===== config.mk =====
export PLATFORM = sky130hd
export DESIGN_NAME = pllcfg_regs
export DESIGN_NICKNAME = d
export VERILOG_FILES = /design/src/pllcfg_pkg.sv /design/src/pllcfg_wr_capture.sv /design/src/pllcfg_field_decode.sv /design/src/pllcfg_regs.sv
export SDC_FILE = /design/constraint.sdc
export NUM_CORES = 1
export LEC_CHECK = 0
export ABC_AREA = 1
export BUFFER_PORTS_ARGS = -buffer_cell sky130_fd_sc_hd__buf_2
export CAP_MARGIN = 20
export CELL_PAD_IN_SITES_DETAIL_PLACEMENT = 0
export CELL_PAD_IN_SITES_GLOBAL_PLACEMENT = 1
export CORE_MARGIN = 2
export CORE_UTILIZATION = 34
export CTS_CLUSTER_DIAMETER = 100
export DETAILED_ROUTE_END_ITERATION = 12
export HOLD_SLACK_MARGIN = 0.02
export PLACE_DENSITY = 0.83
export SETUP_SLACK_MARGIN = 0.3
export SLEW_MARGIN = 25
export SYNTH_ARGS = -nofsm -noshare
export SYNTH_HDL_FRONTEND = slang
export SYNTH_SLANG_ARGS = --single-unit

===== constraint.sdc =====
create_clock -name i_clk -period 1.51 [get_ports i_clk]
set_input_delay 0.2265 -clock i_clk [delete_from_list [all_inputs] [get_ports i_clk]]
set_output_delay 0.2265 -clock i_clk [all_outputs]
set_load 0.02 [all_outputs]

===== src/pllcfg_pkg.sv =====
/*
 * Shared constants and types for the loop one configuration bank.
 * Assumes an AXI4-Lite master with 32-bit data and one clock domain.
 */
package pllcfg_pkg;

  // ----------------------------------------------------------------
  // Register indices (byte address is four times the index)
  // ----------------------------------------------------------------
  localparam int unsigned IDX_W = 7;
  localparam logic [6:0] IDX_CONTROL_ONE = 7'h39;
  localparam logic [6:0] IDX_INT_DIV_HIGH = 7'h3a;
  localparam logic [6:0] IDX_INT_DIV_LOW = 7'h3b;
  localparam logic [6:0] IDX_NUM_TOP = 7'h3c;
  localparam logic [6:0] IDX_NUM_MID = 7'h3d;
  localparam logic [6:0] IDX_NUM_LOW = 7'h3e;
  localparam logic [6:0] IDX_DEN_TOP = 7'h3f;
  localparam logic [6:0] IDX_DEN_MID = 7'h40;
  localparam logic [6:0] IDX_DEN_LOW = 7'h41;
  localparam logic [6:0] IDX_MOD_CONTROL = 7'h42;
  localparam logic [6:0] IDX_STATUS = 7'h43;
  localparam int unsigned CFG_NUM = 10;
  localparam int unsigned REG_W = 8;

  // ----------------------------------------------------------------
  // Reset values and writable masks, entry 0 is the control register
  // ----------------------------------------------------------------
  localparam logic [CFG_NUM-1:0][7:0] RST_TABLE = {
    8'h0c, 8'h00, 8'h00, 8'h00, 8'h00,
    8'h00, 8'h00, 8'h66, 8'h00, 8'h18};
  localparam logic [CFG_NUM-1:0][7:0] MASK_TABLE = {
    8'h0f, 8'hff, 8'hff, 8'h3f, 8'hff,
    8'hff, 8'h3f, 8'hff, 8'h0f, 8'h3f};

  // ----------------------------------------------------------------
  // Field positions
  // ----------------------------------------------------------------
  localparam int unsigned DOUBLER_BIT = 4;
  localparam int unsigned PUMP_LSB = 0;
  localparam int unsigned DITHER_LSB = 2;
  localparam int unsigned ORDER_LSB = 0;
  localparam int unsigned TOP_W = 6;
  localparam int unsigned HIGH_W = 4;
  localparam int unsigned STAT_FRAC_BIT = 0;
  localparam int unsigned STAT_DITHER_BIT = 1;
  localparam int unsigned STAT_FAULT_BIT = 2;

  // ----------------------------------------------------------------
  // Field codes and decoded values (pump current in 0.1 mA units)
  // ----------------------------------------------------------------
  localparam logic [3:0] PUMP_STEP_MAX = 4'h7;
  localparam logic [3:0] PUMP_HIGH_CODE = 4'h8;
  localparam logic [7:0] PUMP_HIGH_UNITS = 8'h40;
  localparam logic [1:0] DITHER_OFF = 2'h3;
  localparam logic [1:0] ORDER_INTEGER = 2'h0;
  localparam logic [11:0] RATIO_MIN = 12'h001;
  localparam logic [11:0] RST_RATIO = 12'h066;

  // ----------------------------------------------------------------
  // Bus answers and state types
  // ----------------------------------------------------------------
  localparam logic [1:0] RESP_OKAY = 2'h0;
  localparam logic [1:0] RESP_SLVERR = 2'h2;

  typedef enum logic [0:0] {
    WR_IDLE = 1'b0,
    WR_RESP = 1'b1
  } pllcfg_wr_state_t;

  typedef enum logic [0:0] {
    RD_IDLE = 1'b0,
    RD_DATA = 1'b1
  } pllcfg_rd_state_t;

endpackage


===== src/pllcfg_wr_capture.sv =====
/*
 * Write address and write data holding stage for the AXI4-Lite slave.
 * Assumes the parent pulses i_take once it has used both halves.
 */
`timescale 1ns/10ps
`default_nettype none
module pllcfg_wr_capture #(
  parameter int unsigned P_ADDR_W = 12
) (
  // Clock and reset
  input wire logic i_clk,
  input wire logic i_rst_n,
  // Write address channel
  input wire logic i_awvalid,
  output logic o_awready,
  input wire logic [P_ADDR_W-1:0] i_awaddr,
  // Write data channel
  input wire logic i_wvalid,
  output logic o_wready,
  input wire logic [31:0] i_wdata,
  input wire logic [3:0] i_wstrb,
  // Held request
  input wire logic i_take,
  output logic o_pending,
  output logic [P_ADDR_W-1:0] o_addr,
  output logic [31:0] o_data,
  output logic [3:0] o_strb
);

  logic aw_full;
  logic w_full;

  // Each half is taken independently, in either order
  assign o_awready = !aw_full;
  assign o_wready = !w_full;
  assign o_pending = aw_full && w_full;

  // Address holding register
  always_ff @(posedge i_clk or negedge i_rst_n) begin
    if (!i_rst_n) begin
      aw_full <= 1'b0;
      o_addr <= '0;
    end else if (i_awvalid && !aw_full) begin
      aw_full <= 1'b1;
      o_addr <= i_awaddr;
    end else if (i_take) begin
      aw_full <= 1'b0;
    end
  end

  // Data holding register
  always_ff @(posedge i_clk or negedge i_rst_n) begin
    if (!i_rst_n) begin
      w_full <= 1'b0;
      o_data <= '0;
      o_strb <= '0;
    end else if (i_wvalid && !w_full) begin
      w_full <= 1'b1;
      o_data <= i_wdata;
      o_strb <= i_wstrb;
    end else if (i_take) begin
      w_full <= 1'b0;
    end
  end

endmodule // pllcfg_wr_capture
`default_nettype wire


===== src/pllcfg_field_decode.sv =====
/*
 * Registered decode of loop one fields into values for the analog loop.
 * Assumes raw field values from the register bank on the same clock.
 */
`timescale 1ns/10ps
`default_nettype none
module pllcfg_field_decode (
  // Clock and reset
  input wire logic i_clk,
  input wire logic i_rst_n,
  // Raw fields
  input wire logic [3:0] i_pump_gain,
  input wire logic [11:0] i_int_divider,
  input wire logic [1:0] i_dither_select,
  input wire logic [1:0] i_modulator_order,
  // Decoded values
  output logic [7:0] o_pump_current,
  output logic [11:0] o_div_ratio,
  output logic o_frac_active,
  output logic o_dither_active
);

  logic [7:0] next_pump_current;

  // Codes 1 to 7 step by 0.4 mA, code 8 is the high setting
  always_comb begin
    if (i_pump_gain == pllcfg_pkg::PUMP_HIGH_CODE) begin
      next_pump_current = pllcfg_pkg::PUMP_HIGH_UNITS;
    end else if (i_pump_gain <= pllcfg_pkg::PUMP_STEP_MAX) begin
      next_pump_current = {2'h0, i_pump_gain, 2'h0};
    end else begin
      next_pump_current = 8'h00;
    end
  end

  // Decoded outputs held in flip-flops
  always_ff @(posedge i_clk or negedge i_rst_n) begin
    if (!i_rst_n) begin
      o_pump_current <= pllcfg_pkg::PUMP_HIGH_UNITS;
      o_div_ratio <= pllcfg_pkg::RST_RATIO;
      o_frac_active <= 1'b0;
      o_dither_active <= 1'b0;
    end else begin
      o_pump_current <= next_pump_current;
      o_div_ratio <= (i_int_divider == 12'h000) ?
        pllcfg_pkg::RATIO_MIN : i_int_divider;
      o_frac_active <=
        (i_modulator_order != pllcfg_pkg::ORDER_INTEGER);
      o_dither_active <=
        (i_dither_select != pllcfg_pkg::DITHER_OFF);
    end
  end

endmodule // pllcfg_field_decode
`default_nettype wire


===== src/pllcfg_regs.sv =====
/*
 * Loop one divider configuration bank with an AXI4-Lite slave port.
 * Unmapped words answer SLVERR; reserved bits read zero except control bit 5.
 * Assumes one clock and a single-outstanding AXI4-Lite master.
 */
// Added by the designer: the AXI4-Lite register port.
`timescale 1ns/10ps
`default_nettype none
module pllcfg_regs #(
  parameter int unsigned P_ADDR_W = 12
) (
  // Clock and reset
  input wire logic i_clk,
  input wire logic i_rst_n,
  // AXI4-Lite write address
  input wire logic i_awvalid,
  output logic o_awready,
  input wire logic [P_ADDR_W-1:0] i_awaddr,
  input wire logic [2:0] i_awprot,
  // AXI4-Lite write data
  input wire logic i_wvalid,
  output logic o_wready,
  input wire logic [31:0] i_wdata,
  input wire logic [3:0] i_wstrb,
  // AXI4-Lite write response
  output logic o_bvalid,
  input wire logic i_bready,
  output logic [1:0] o_bresp,
  // AXI4-Lite read address
  input wire logic i_arvalid,
  output logic o_arready,
  input wire logic [P_ADDR_W-1:0] i_araddr,
  input wire logic [2:0] i_arprot,
  // AXI4-Lite read data
  output logic o_rvalid,
  input wire logic i_rready,
  output logic [31:0] o_rdata,
  output logic [1:0] o_rresp,
  // Raw fields toward the loop
  output logic o_ref_doubler_enable,
  output logic [3:0] o_loop1_pump_gain,
  output logic [11:0] o_loop1_int_divider,
  output logic [21:0] o_loop1_frac_numerator,
  output logic [21:0] o_loop1_frac_denominator,
  output logic [1:0] o_loop1_dither_select,
  output logic [1:0] o_loop1_modulator_order,
  // Decoded values toward the loop
  output logic [7:0] o_loop1_pump_current,
  output logic [11:0] o_loop1_div_ratio,
  output logic o_loop1_frac_active,
  output logic o_loop1_dither_active,
  output logic o_loop1_config_fault
);

  // ----------------------------------------------------------------
  // Declarations
  // ----------------------------------------------------------------
  // Entry number wide enough for every byte
  localparam int unsigned ENT_W = 4;

  // Bus state machines
  pllcfg_pkg::pllcfg_wr_state_t wr_state;
  pllcfg_pkg::pllcfg_rd_state_t rd_state;

  // Configuration bytes, entry 0 is control
  logic [7:0] cfg [pllcfg_pkg::CFG_NUM];

  // Held write request and its decode
  logic wr_pending;
  logic wr_take;
  logic wr_apply;
  logic [P_ADDR_W-1:0] wr_addr;
  logic [31:0] wr_data;
  logic [3:0] wr_strb;
  logic [6:0] wr_index;
  logic wr_in_page;
  logic wr_mapped;
  logic [ENT_W-1:0] wr_entry;

  // Read decode and data select
  logic [6:0] rd_index;
  logic rd_in_page;
  logic rd_mapped;
  logic rd_is_status;
  logic [ENT_W-1:0] rd_entry;
  logic [7:0] status;
  logic [7:0] next_rd_byte;
  logic [1:0] next_rd_resp;

  // Decoded loop values and fault input
  logic [7:0] pump_current;
  logic [11:0] div_ratio;
  logic frac_active;
  logic dither_active;
  logic den_zero;

  // ----------------------------------------------------------------
  // Write path
  // ----------------------------------------------------------------

  // Holding stage for address and data halves
  pllcfg_wr_capture #(
    .P_ADDR_W(P_ADDR_W)
  ) u_wr_capture (
    .i_clk(i_clk),
    .i_rst_n(i_rst_n),
    .i_awvalid(i_awvalid),
    .o_awready(o_awready),
    .i_awaddr(i_awaddr),
    .i_wvalid(i_wvalid),
    .o_wready(o_wready),
    .i_wdata(i_wdata),
    .i_wstrb(i_wstrb),
    .i_take(wr_take),
    .o_pending(wr_pending),
    .o_addr(wr_addr),
    .o_data(wr_data),
    .o_strb(wr_strb)
  );

  // One write at a time: take only when no response is owed
  assign wr_take = wr_pending && (wr_state == pllcfg_pkg::WR_IDLE);

  // Word index decode of the held write address
  assign wr_index = wr_addr[8:2];
  assign wr_in_page = ((wr_addr >> 9) == '0);

  // Status word counts as mapped; writes to it are dropped
  assign wr_mapped = wr_in_page &&
    (wr_index >= pllcfg_pkg::IDX_CONTROL_ONE) &&
    (wr_index <= pllcfg_pkg::IDX_STATUS);
  assign wr_entry = ENT_W'(wr_index - pllcfg_pkg::IDX_CONTROL_ONE);

  // A write lands only with byte lane 0 on a mapped word
  assign wr_apply = wr_take && wr_mapped && wr_strb[0];

  // Response channel: answer one cycle after the write is applied
  always_ff @(posedge i_clk or negedge i_rst_n) begin
    if (!i_rst_n) begin
      wr_state <= pllcfg_pkg::WR_IDLE;
      o_bvalid <= 1'b0;
      o_bresp <= pllcfg_pkg::RESP_OKAY;
    end else begin
      case (wr_state)
        pllcfg_pkg::WR_IDLE: begin
          if (wr_take) begin
            wr_state <= pllcfg_pkg::WR_RESP;
            o_bvalid <= 1'b1;
            o_bresp <= wr_mapped ? pllcfg_pkg::RESP_OKAY :
              pllcfg_pkg::RESP_SLVERR;
          end
        end
        pllcfg_pkg::WR_RESP: begin
          if (i_bready) begin
            wr_state <= pllcfg_pkg::WR_IDLE;
            o_bvalid <= 1'b0;
          end
        end
        default: begin
          wr_state <= pllcfg_pkg::WR_IDLE;
          o_bvalid <= 1'b0;
        end
      endcase
    end
  end

  // ----------------------------------------------------------------
  // Configuration storage
  // ----------------------------------------------------------------

  // One byte per entry; reserved bits are masked off and read zero, except control bit 5, which is stored
  for (genvar g = 0; g < pllcfg_pkg::CFG_NUM; g++) begin : g_cfg
    always_ff @(posedge i_clk or negedge i_rst_n) begin
      if (!i_rst_n) begin
        cfg[g] <= pllcfg_pkg::RST_TABLE[g];
      end else if (wr_apply && (wr_entry == ENT_W'(g))) begin
        cfg[g] <= wr_data[7:0] &
          pllcfg_pkg::MASK_TABLE[g];
      end
    end
  end

  // ----------------------------------------------------------------
  // Field outputs
  // ----------------------------------------------------------------

  // Control register fields
  assign o_ref_doubler_enable =
    cfg[0][pllcfg_pkg::DOUBLER_BIT];
  assign o_loop1_pump_gain =
    cfg[0][pllcfg_pkg::PUMP_LSB +: 4];

  // Integer divider joins high nibble and low byte
  assign o_loop1_int_divider = {
    cfg[1][pllcfg_pkg::HIGH_W-1:0],
    cfg[2]};

  // Fractional numerator, top six bits first
  assign o_loop1_frac_numerator = {
    cfg[3][pllcfg_pkg::TOP_W-1:0],
    cfg[4],
    cfg[5]};

  // Fractional denominator, top six bits first
  assign o_loop1_frac_denominator = {
    cfg[6][pllcfg_pkg::TOP_W-1:0],
    cfg[7],
    cfg[8]};

  // Modulator control fields
  assign o_loop1_dither_select =
    cfg[9][pllcfg_pkg::DITHER_LSB +: 2];
  assign o_loop1_modulator_order =
    cfg[9][pllcfg_pkg::ORDER_LSB +: 2];

  // ----------------------------------------------------------------
  // Decoded values
  // ----------------------------------------------------------------

  // Registered decode for the analog loop and divider engine
  pllcfg_field_decode u_decode (
    .i_clk(i_clk),
    .i_rst_n(i_rst_n),
    .i_pump_gain(o_loop1_pump_gain),
    .i_int_divider(o_loop1_int_divider),
    .i_dither_select(o_loop1_dither_select),
    .i_modulator_order(o_loop1_modulator_order),
    .o_pump_current(pump_current),
    .o_div_ratio(div_ratio),
    .o_frac_active(frac_active),
    .o_dither_active(dither_active)
  );

  // Decoded values leave on their own ports
  assign o_loop1_pump_current = pump_current;
  assign o_loop1_div_ratio = div_ratio;
  assign o_loop1_frac_active = frac_active;
  assign o_loop1_dither_active = dither_active;

  // ----------------------------------------------------------------
  // Status
  // ----------------------------------------------------------------

  // A fractional order with a zero denominator cannot divide
  assign den_zero = (o_loop1_frac_denominator == 22'h00_0000);

  // Fault flag held in a flip-flop so the output is registered
  always_ff @(posedge i_clk or negedge i_rst_n) begin
    if (!i_rst_n) begin
      o_loop1_config_fault <= 1'b0;
    end else begin
      o_loop1_config_fault <= den_zero && (o_loop1_modulator_order !=
        pllcfg_pkg::ORDER_INTEGER);
    end
  end

  // Read-only status byte built from decoded state
  always_comb begin
    status = 8'h00;
    status[pllcfg_pkg::STAT_FRAC_BIT] = frac_active;
    status[pllcfg_pkg::STAT_DITHER_BIT] = dither_active;
    status[pllcfg_pkg::STAT_FAULT_BIT] = o_loop1_config_fault;
  end

  // ----------------------------------------------------------------
  // Read path
  // ----------------------------------------------------------------

  // Word index decode of the read address
  assign rd_index = i_araddr[8:2];
  assign rd_in_page = ((i_araddr >> 9) == '0);

  // The status word is built apart from the stored bytes
  assign rd_is_status = rd_in_page &&
    (rd_index == pllcfg_pkg::IDX_STATUS);
  assign rd_mapped = rd_in_page &&
    (rd_index >= pllcfg_pkg::IDX_CONTROL_ONE) &&
    (rd_index <= pllcfg_pkg::IDX_MOD_CONTROL);
  assign rd_entry = ENT_W'(rd_index - pllcfg_pkg::IDX_CONTROL_ONE);

  // Read data select; unmapped words read zero with an error
  always_comb begin
    next_rd_byte = 8'h00;
    next_rd_resp = pllcfg_pkg::RESP_SLVERR;
    if (rd_is_status) begin
      next_rd_byte = status;
      next_rd_resp = pllcfg_pkg::RESP_OKAY;
    end else if (rd_mapped) begin
      next_rd_byte = cfg[rd_entry];
      next_rd_resp = pllcfg_pkg::RESP_OKAY;
    end
  end

  // Address accepted only while no read data is owed
  assign o_arready = (rd_state == pllcfg_pkg::RD_IDLE);

  // Read data channel: data appear the cycle after the address
  always_ff @(posedge i_clk or negedge i_rst_n) begin
    if (!i_rst_n) begin
      rd_state <= pllcfg_pkg::RD_IDLE;
      o_rvalid <= 1'b0;
      o_rdata <= 32'h0000_0000;
      o_rresp <= pllcfg_pkg::RESP_OKAY;
    end else begin
      case (rd_state)
        pllcfg_pkg::RD_IDLE: begin
          if (i_arvalid) begin
            rd_state <= pllcfg_pkg::RD_DATA;
            o_rvalid <= 1'b1;
            o_rdata <= {24'h00_0000, next_rd_byte};
            o_rresp <= next_rd_resp;
          end
        end
        pllcfg_pkg::RD_DATA: begin
          if (i_rready) begin
            rd_state <= pllcfg_pkg::RD_IDLE;
            o_rvalid <= 1'b0;
          end
        end
        default: begin
          rd_state <= pllcfg_pkg::RD_IDLE;
          o_rvalid <= 1'b0;
        end
      endcase
    end
  end

  // Protection attributes carry no meaning for this bank
  logic unused_prot;
  assign unused_prot = ^{i_awprot, i_arprot, wr_data[31:8],
    wr_strb[3:1]};

endmodule // pllcfg_regs
`default_nettype wire


==> results of run 1 <==
[worst paths after layout]
| path | start | cells after the start | endpoint | slack [ns] |
|---|---|---|---|---|
| max in group asynchronous | i_rst_n | 3 | u_decode.o_div_ratio[5]$_DFF_PN1_ | 0.78 |
| setup / recovery | wr_state$_DFF_PN0_ | 12 | wr_state$_DFF_PN0_ | -0.20 |
| hold / removal | i_awaddr[9] | 2 | u_wr_capture.o_addr[9]$_DFFE_PN0P_ | 0.03 |
| min in group asynchronous | i_rst_n | 2 | u_decode.o_pump_current[5]$_DFF_PN0_ | 0.17 |
| hold reg to reg | o_loop1_int_divider[11]$_DFFE_PN0P_ | 0 | u_decode.o_div_ratio[11]$_DFF_PN0_ | 0.46 |
| setup reg to reg | wr_state$_DFF_PN0_ | 12 | wr_state$_DFF_PN0_ | -0.20 |
[metal layers]
layer	wire (um)	vias to the layer above	share of wire
met5	0	-	0
met4	582	0	0.028
met3	1620	47	0.078
met2	9850	221	0.48
met1	8680	2823	0.42
li1	-	2782	-
[layout by cell type, fill, tap and decap left out, types with 3 or more instances in the layout]
cell / instances
inv_1: 46
o21ai_1: 37
a21oi_4: 3
clkinvlp_4: 6
inv_2: 10
nand4_2: 3
o21ai_2: 24
buf_4: 126
nor2_2: 8
buf_6: 113
nand2_2: 28
mux2_2: 4
ha_1: 3
nand2_1: 154
buf_2: 46
o21ai_0: 15
nand3_2: 24
nand4_1: 3
nor4_4: 6
dfrtp_2: 8
dfrtp_1: 100
buf_12: 12
clkbuf_16: 17
a21oi_2: 9
dfstp_2: 13
conb_1: 30
nand4_4: 8
nor2_4: 8
nand2_4: 12
nor2_1: 39
nand3_1: 23
dlygate4sd3_1: 3
clkbuf_8: 4
a21oi_1: 18
[cell families (layout without fill, tap and decap cells)]
group                    after synthesis  count (layout)  share of synthesized area
other                                  1              30                   0.000588
AND/OR/NAND/NOR                      323             329                      0.233
adder cells (fa/ha/maj)                4               4                    0.00785
multiplexers                           6               6                     0.0104
flip-flops                           121             121                      0.477
AO/OA/AOI/OAI                        110             110                      0.101
buffers and inverters                182             394                      0.169
[area by class of cell]
type | count | area [um2]
clock buffer | 22 | 484
multi-input combinational | 479 | 3000
timing repair buffer | 302 | 2760
fill | 1619 | 8630
inverter | 60 | 272
tap | 234 | 293
sequential | 121 | 3050
clock inverter | 10 | 93.8
[what timing repair did]
action / CTS / global route
gates resized for setup: 203 / 149
gates cloned: 5 / 2
endpoints found under the setup margin: 153 / 167
hold buffers: 3 / 0
pin swaps: 26 / 52
buffers inserted: 81 / 34
endpoints found under the hold margin: 112 / 0
[metrics by stage]
step / setup slack (ns) / TNS, ns / total power, mW / utilization
floorplan: -0.00854 / -0.0314 / 6.23 / -
global placement: -0.184 / -8.27 / 7.25 / 0.387
detailed placement: -0.212 / -10.34 / 7.32 / 0.387
CTS: -0.167 / -6.61 / 12.2 / 0.490
global route: -0.254 / -13.66 / 13.6 / 0.536
finish: -0.197 / -6.94 / 13.0 / 0.536
[registers in the layout, indices dropped and copies added (netlist names), 2 cells and up]
| signal | flops |
|---|---|
| o_loop1_frac_denominator | 22 |
| o_loop1_frac_numerator | 22 |
| o_loop1_int_divider | 12 |
| u_decode.o_div_ratio | 12 |
| u_wr_capture.o_addr | 10 |
| o_rdata | 8 |
| u_wr_capture.o_data | 8 |
| u_decode.o_pump_current | 5 |
| o_loop1_pump_gain | 4 |
| o_loop1_dither_select | 2 |
| o_loop1_modulator_order | 2 |
[power breakdown]
| group | internal, mW | total, mW | switching [mW] |
|---|---|---|---|
| logic | 2.11 | 4.90 | 2.79 |
| clock network | 2.43 | 3.97 | 1.54 |
| registers | 3.76 | 4.15 | 0.390 |
==> impl_metrics.toml, run 1 <==
[yosys]
yosysWarnings = 0
synth_common_cells = "190 x nand2_1, 108 x dfrtp_1, 94 x buf_4"
async_reset_ff_frac = 1.00
syn-instance-count = 747
synth-edff-count = 0
ys_types = 39
syn-cell-area_mm2 = 0.00638
synthFlopType = "dfrtp_1"
synth.most_common_cell = "nand2_1"
yosys.area.top_type = "dfrtp_1"
synth.avg_cell_area_um2 = 8.54
seq_area_frac_synth = 0.477
synth_top_area_share = 0.424
ys_ff_latch = 121
synthTopCellsByArea = "dfrtp_1 42%, nand2_1 11%, buf_4 11%, dfstp_2 5.4%, nand3_1 3.6%"

[detailed_routing]
post-route-drc-count = 0
dr_total_vias = 5873
vias_per_cell = 4.78
drt-wirelength-per-cell_um = 16.9
firstDrtPassIters = 5
wirelength_mm = 20.7
drt_iter0_markers = 374
final_antenna_net_count = 0

[floorplan]
die_area_mm2 = 0.0199
coreArea_mm2 = 0.0186
fp-row-count = 50
chipWidth_um = 141
io_pins = 202
start_util = 0.343
die_h_um = 141

[worst_setup_path]
crit_top_cell = "buf_6"
max_stage_delay_ns = 0.37
cp_slowest_cell = "dfrtp_1"
cp.required_ns = 1.87
worstSetupPathType = "reg -> reg"
critPathLaunchType = "register"
crit_arrival_ns = 2.06
worstPathCellList = "inv_2, buf_4, buf_6, buf_6, buf_6, buf_6, buf_6, buf_6, buf_6, buf_4, buf_4, o21ai_1"
crit_buf_inv = 11
worstPathMaxFanout = 2
cpLargestDelayFamily = "buffers and inverters"
cp-end-kind = "register"

[clocking]
root_buffer = "clkbuf_16"
htreeDepth = 4
clock_latency_ns = 0.43
cts_tree = "built"
clk_pin_slew_worst_paths_ns = 0.06
cts_buffers = 17
cts_buffer_depth = 2
clock_sinks = 121

[global_route]
grt_pass1_vias = 5693
grtUsageMet1 = 0.262
grt_use_met2 = 0.323
globalRouteMet3Util = 0.0656
grt_max_degree = 51
grt_pass1_wl_mm = 31.1
antenna_found_initial = 0
grt_busiest_layer = "met2"
grt-ovfl-total = 0
grt.total_usage = 0.204

[placed_design]
place_area_mm2 = 0.00719
numPortBuffers = 135
place.gp.congestion = 0.879
place_inst = 1071
post-dp-hpwl_mm = 13.0

[sta]
max_freq_mhz = 586
max_slew_margin = 0.610
tightest_slew_ns = 0.584
final.min_clock_period_ns = 1.71
min_period_over_period = 1.13
maxSlewViolCount = 0
whs_ns = 0.0299
finalSetupViolCount = 67
fin_ws_ns = -0.197
rsz0062_at_grt = "yes"
final-hold-violation-count = 0
finClkSkew_ns = 0.00743

[flow_run]
max_cap_viol_count = 0

[status]
outcome = "finished with violations"
violations = "setup timing"

[final_layout]
diodes = 0
postLayoutCellArea_mm2 = 0.00995
layout-drive-gt1-share = 0.517
finish.net_count = 1058
area_growth_pct = 56.1
final_cells = 1228

[power_and_ir_drop]
powerDensity_mw_per_mm2 = 1310
ir_worst_vdd_mv = 1.05
p_leak_nw = 4.99

[min_path]
hp-class = "in -> reg"
(Power assumes the default switching activity.)
==> inputs of run 2 (changes only) <==
--- a/config.mk
+++ b/config.mk
@@ -11,11 +11,12 @@
 export CELL_PAD_IN_SITES_DETAIL_PLACEMENT = 0
 export CELL_PAD_IN_SITES_GLOBAL_PLACEMENT = 1
 export CORE_MARGIN = 2
-export CORE_UTILIZATION = 34
+export CORE_UTILIZATION = 35
+export CTS_BUF_LIST = sky130_fd_sc_hd__clkbuf_4 sky130_fd_sc_hd__clkbuf_8
 export CTS_CLUSTER_DIAMETER = 100
 export DETAILED_ROUTE_END_ITERATION = 12
 export HOLD_SLACK_MARGIN = 0.02
-export PLACE_DENSITY = 0.83
+export PLACE_DENSITY = 0.85
 export SETUP_SLACK_MARGIN = 0.3
 export SLEW_MARGIN = 25
 export SYNTH_ARGS = -nofsm -noshare
==> run 2 against run 1 <==
The flow still finishes with violations (setup timing); worst hold slack improved by 0.0016 ns; sequential cell count unchanged; first-iteration DRC count down 33%; worst setup slack gained 0.029 ns; via count fell by 2.5%; power fell by 8.7%; clock skew increased by 0.0058 ns; critical path depth shrank 2; combinational power fell by 6.7%; clock-buffer cell count grew 3; register-to-register slack better by 0.03 ns; critical path type unchanged; critical endpoint is now o_loop1_frac_denominator[3]$_DFFE_PN0P_; largest cell class unchanged; largest power group unchanged.
==> impl_metrics.toml, run 2 (synthesis gave the netlist of run 1 again) <==
[final_layout]
finish.net_count = 1055
final_cells = 1220
layout_common_cells = "151 x nand2_1, 122 x buf_6, 117 x buf_4, 103 x dfrtp_1, 43 x inv_1"
layout-drive-gt1-share = 0.511
num-fill-cells = 1545
final_common_cell = "nand2_1"
area_growth_pct = 54.1
multi_input_comb_area_mm2 = 0.00294
register_area_mm2 = 0.00305
diodes = 0
final_util = 0.549

[global_route]
antenna_found_initial = 0
grt-ovfl-total = 0
grt_pass1_wl_mm = 30.1
grt_pass1_vias = 5615
grt_max_degree = 36
grt.total_usage = 0.201

[clocking]
clock_sinks = 121
root_buffer = "clkbuf_8"
cts_tree = "built"
cts_buffer_depth = 2
cts_buffers = 17
clock_latency_ns = 0.45
clk_pin_slew_worst_paths_ns = 0.08
htreeDepth = 4

[placed_design]
numPortBuffers = 135
dpl_worst_slack_ns = -0.202
place.gp.congestion = 0.895
place_inst = 1065
post-dp-hpwl_mm = 13.0

[detailed_routing]
drt_iter0_markers = 250
dr_total_vias = 5727
firstDrtPassIters = 5
post-route-drc-count = 0
vias_per_cell = 4.69
wirelength_mm = 19.6
drt-wirelength-per-cell_um = 16.1
final_antenna_net_count = 0

[floorplan]
fp-row-count = 49
chipWidth_um = 139
io_pins = 202
die_h_um = 139
die_area_mm2 = 0.0193
coreArea_mm2 = 0.0179
start_util = 0.356

[power_and_ir_drop]
ir_worst_vdd_mv = 1.01
p_seq_frac = 0.349
netSwitchingFraction = 0.365
combPwrFrac = 0.385
power.internal_mw = 7.55
power.clock.fraction = 0.266
total_power_mw = 11.9
p_leak_nw = 4.91
powerDensity_mw_per_mm2 = 1210
p_switching_mw = 4.33

[worst_setup_path]
cp.required_ns = 1.82
worstPathMaxFanout = 8
crit_arrival_ns = 1.99
r2r_slack_ns = -0.17
cp-end-kind = "register"
critPathLaunchType = "register"
worstSetupPathType = "reg -> reg"

[sta]
finalSetupViolCount = 65
finClkSkew_ns = 0.0133
tightest_slew_ns = 0.594
maxSlewViolCount = 0
min_period_over_period = 1.11
max_slew_margin = 0.604
max_freq_mhz = 596
whs_ns = 0.0315
final.min_clock_period_ns = 1.68
rsz0062_at_grt = "yes"
final-hold-violation-count = 0
fin_ws_ns = -0.168

[min_path]
hp-class = "in -> reg"

[status]
violations = "setup timing"
outcome = "finished with violations"

[flow_run]
max_cap_viol_count = 0
-- run 2: timing repair --
action                     4_1_cts  5_1_grt
gates cloned                     2        3
gates resized for setup        258      116
buffers inserted                80       23
hold endpoints to repair       111        0
pin swaps                       37       53
setup endpoints to repair      168      180
hold buffers                    15        0
-- run 2: path summary, 6_finish.rpt --
kind | endpoint | cells after the start | startpoint
min reg2reg | o_loop1_frac_denominator[14]$_DFFE_PN0P_ | 2 | u_wr_capture.o_data[6]$_DFFE_PN0P_
max in group asynchronous | u_decode.o_pump_current[6]$_DFF_PN1_ | 3 | i_rst_n
max reg2reg | o_loop1_frac_denominator[3]$_DFFE_PN0P_ | 10 | wr_state$_DFF_PN0_
min | u_wr_capture.o_addr[8]$_DFFE_PN0P_ | 3 | i_awaddr[8]
min in group asynchronous | o_loop1_frac_denominator[8]$_DFFE_PN0P_ | 2 | i_rst_n
max | o_loop1_frac_denominator[3]$_DFFE_PN0P_ | 10 | wr_state$_DFF_PN0_
-- run 2: power by group through the flow --
stage	logic [mW]	clock network [mW]	registers, mW
after detailed placement	3.15	0	4.18
after global routing	4.89	3.37	4.21
after floorplan	2.03	0	4.20
after CTS	4.06	3.22	4.12
after global placement	3.09	0	4.17
final	4.57	3.16	4.15
-- run 2: worst max-delay path, stage by stage, from the launching register on --
cell	delay, ns
dfrtp_1	0.41
inv_2	0.07
nand3_2	0.08
nor2_2	0.14
nand2_2	0.10
nor2_8	0.13
buf_12	0.16
nand4_4	0.13
buf_12	0.20
nand2_2	0.06
o21ai_2	0.04
-- run 2: metrics by stage --
| step | cell area [um2] | setup TNS, ns |
|---|---|---|
| global route | 9830 | -11.09 |
| detailed placement | 7170 | -9.58 |
| finish | 9830 | -5.73 |
| global placement | 7170 | -7.84 |
| floorplan | 6650 | -0.0314 |
| CTS | 9210 | -4.10 |
-- run 2: routing by layer --
layer / global-route usage / wire (um)
met5: 0 / 0
met4: 0.0680 / 527
met3: 0.0528 / 1260
met2: 0.320 / 9280
met1: 0.267 / 8530
-- run 2: final cells by class --
| type | instances | area share |
|---|---|---|
| Multi-Input combinational cell | 477 | 0.299 |
| Timing Repair Buffer | 301 | 0.289 |
| Clock inverter | 7 | 0.0117 |
| Inverter | 60 | 0.0283 |
| Clock buffer | 25 | 0.0325 |
| Tap cell | 229 | 0.0291 |
| Sequential cell | 121 | 0.310 |
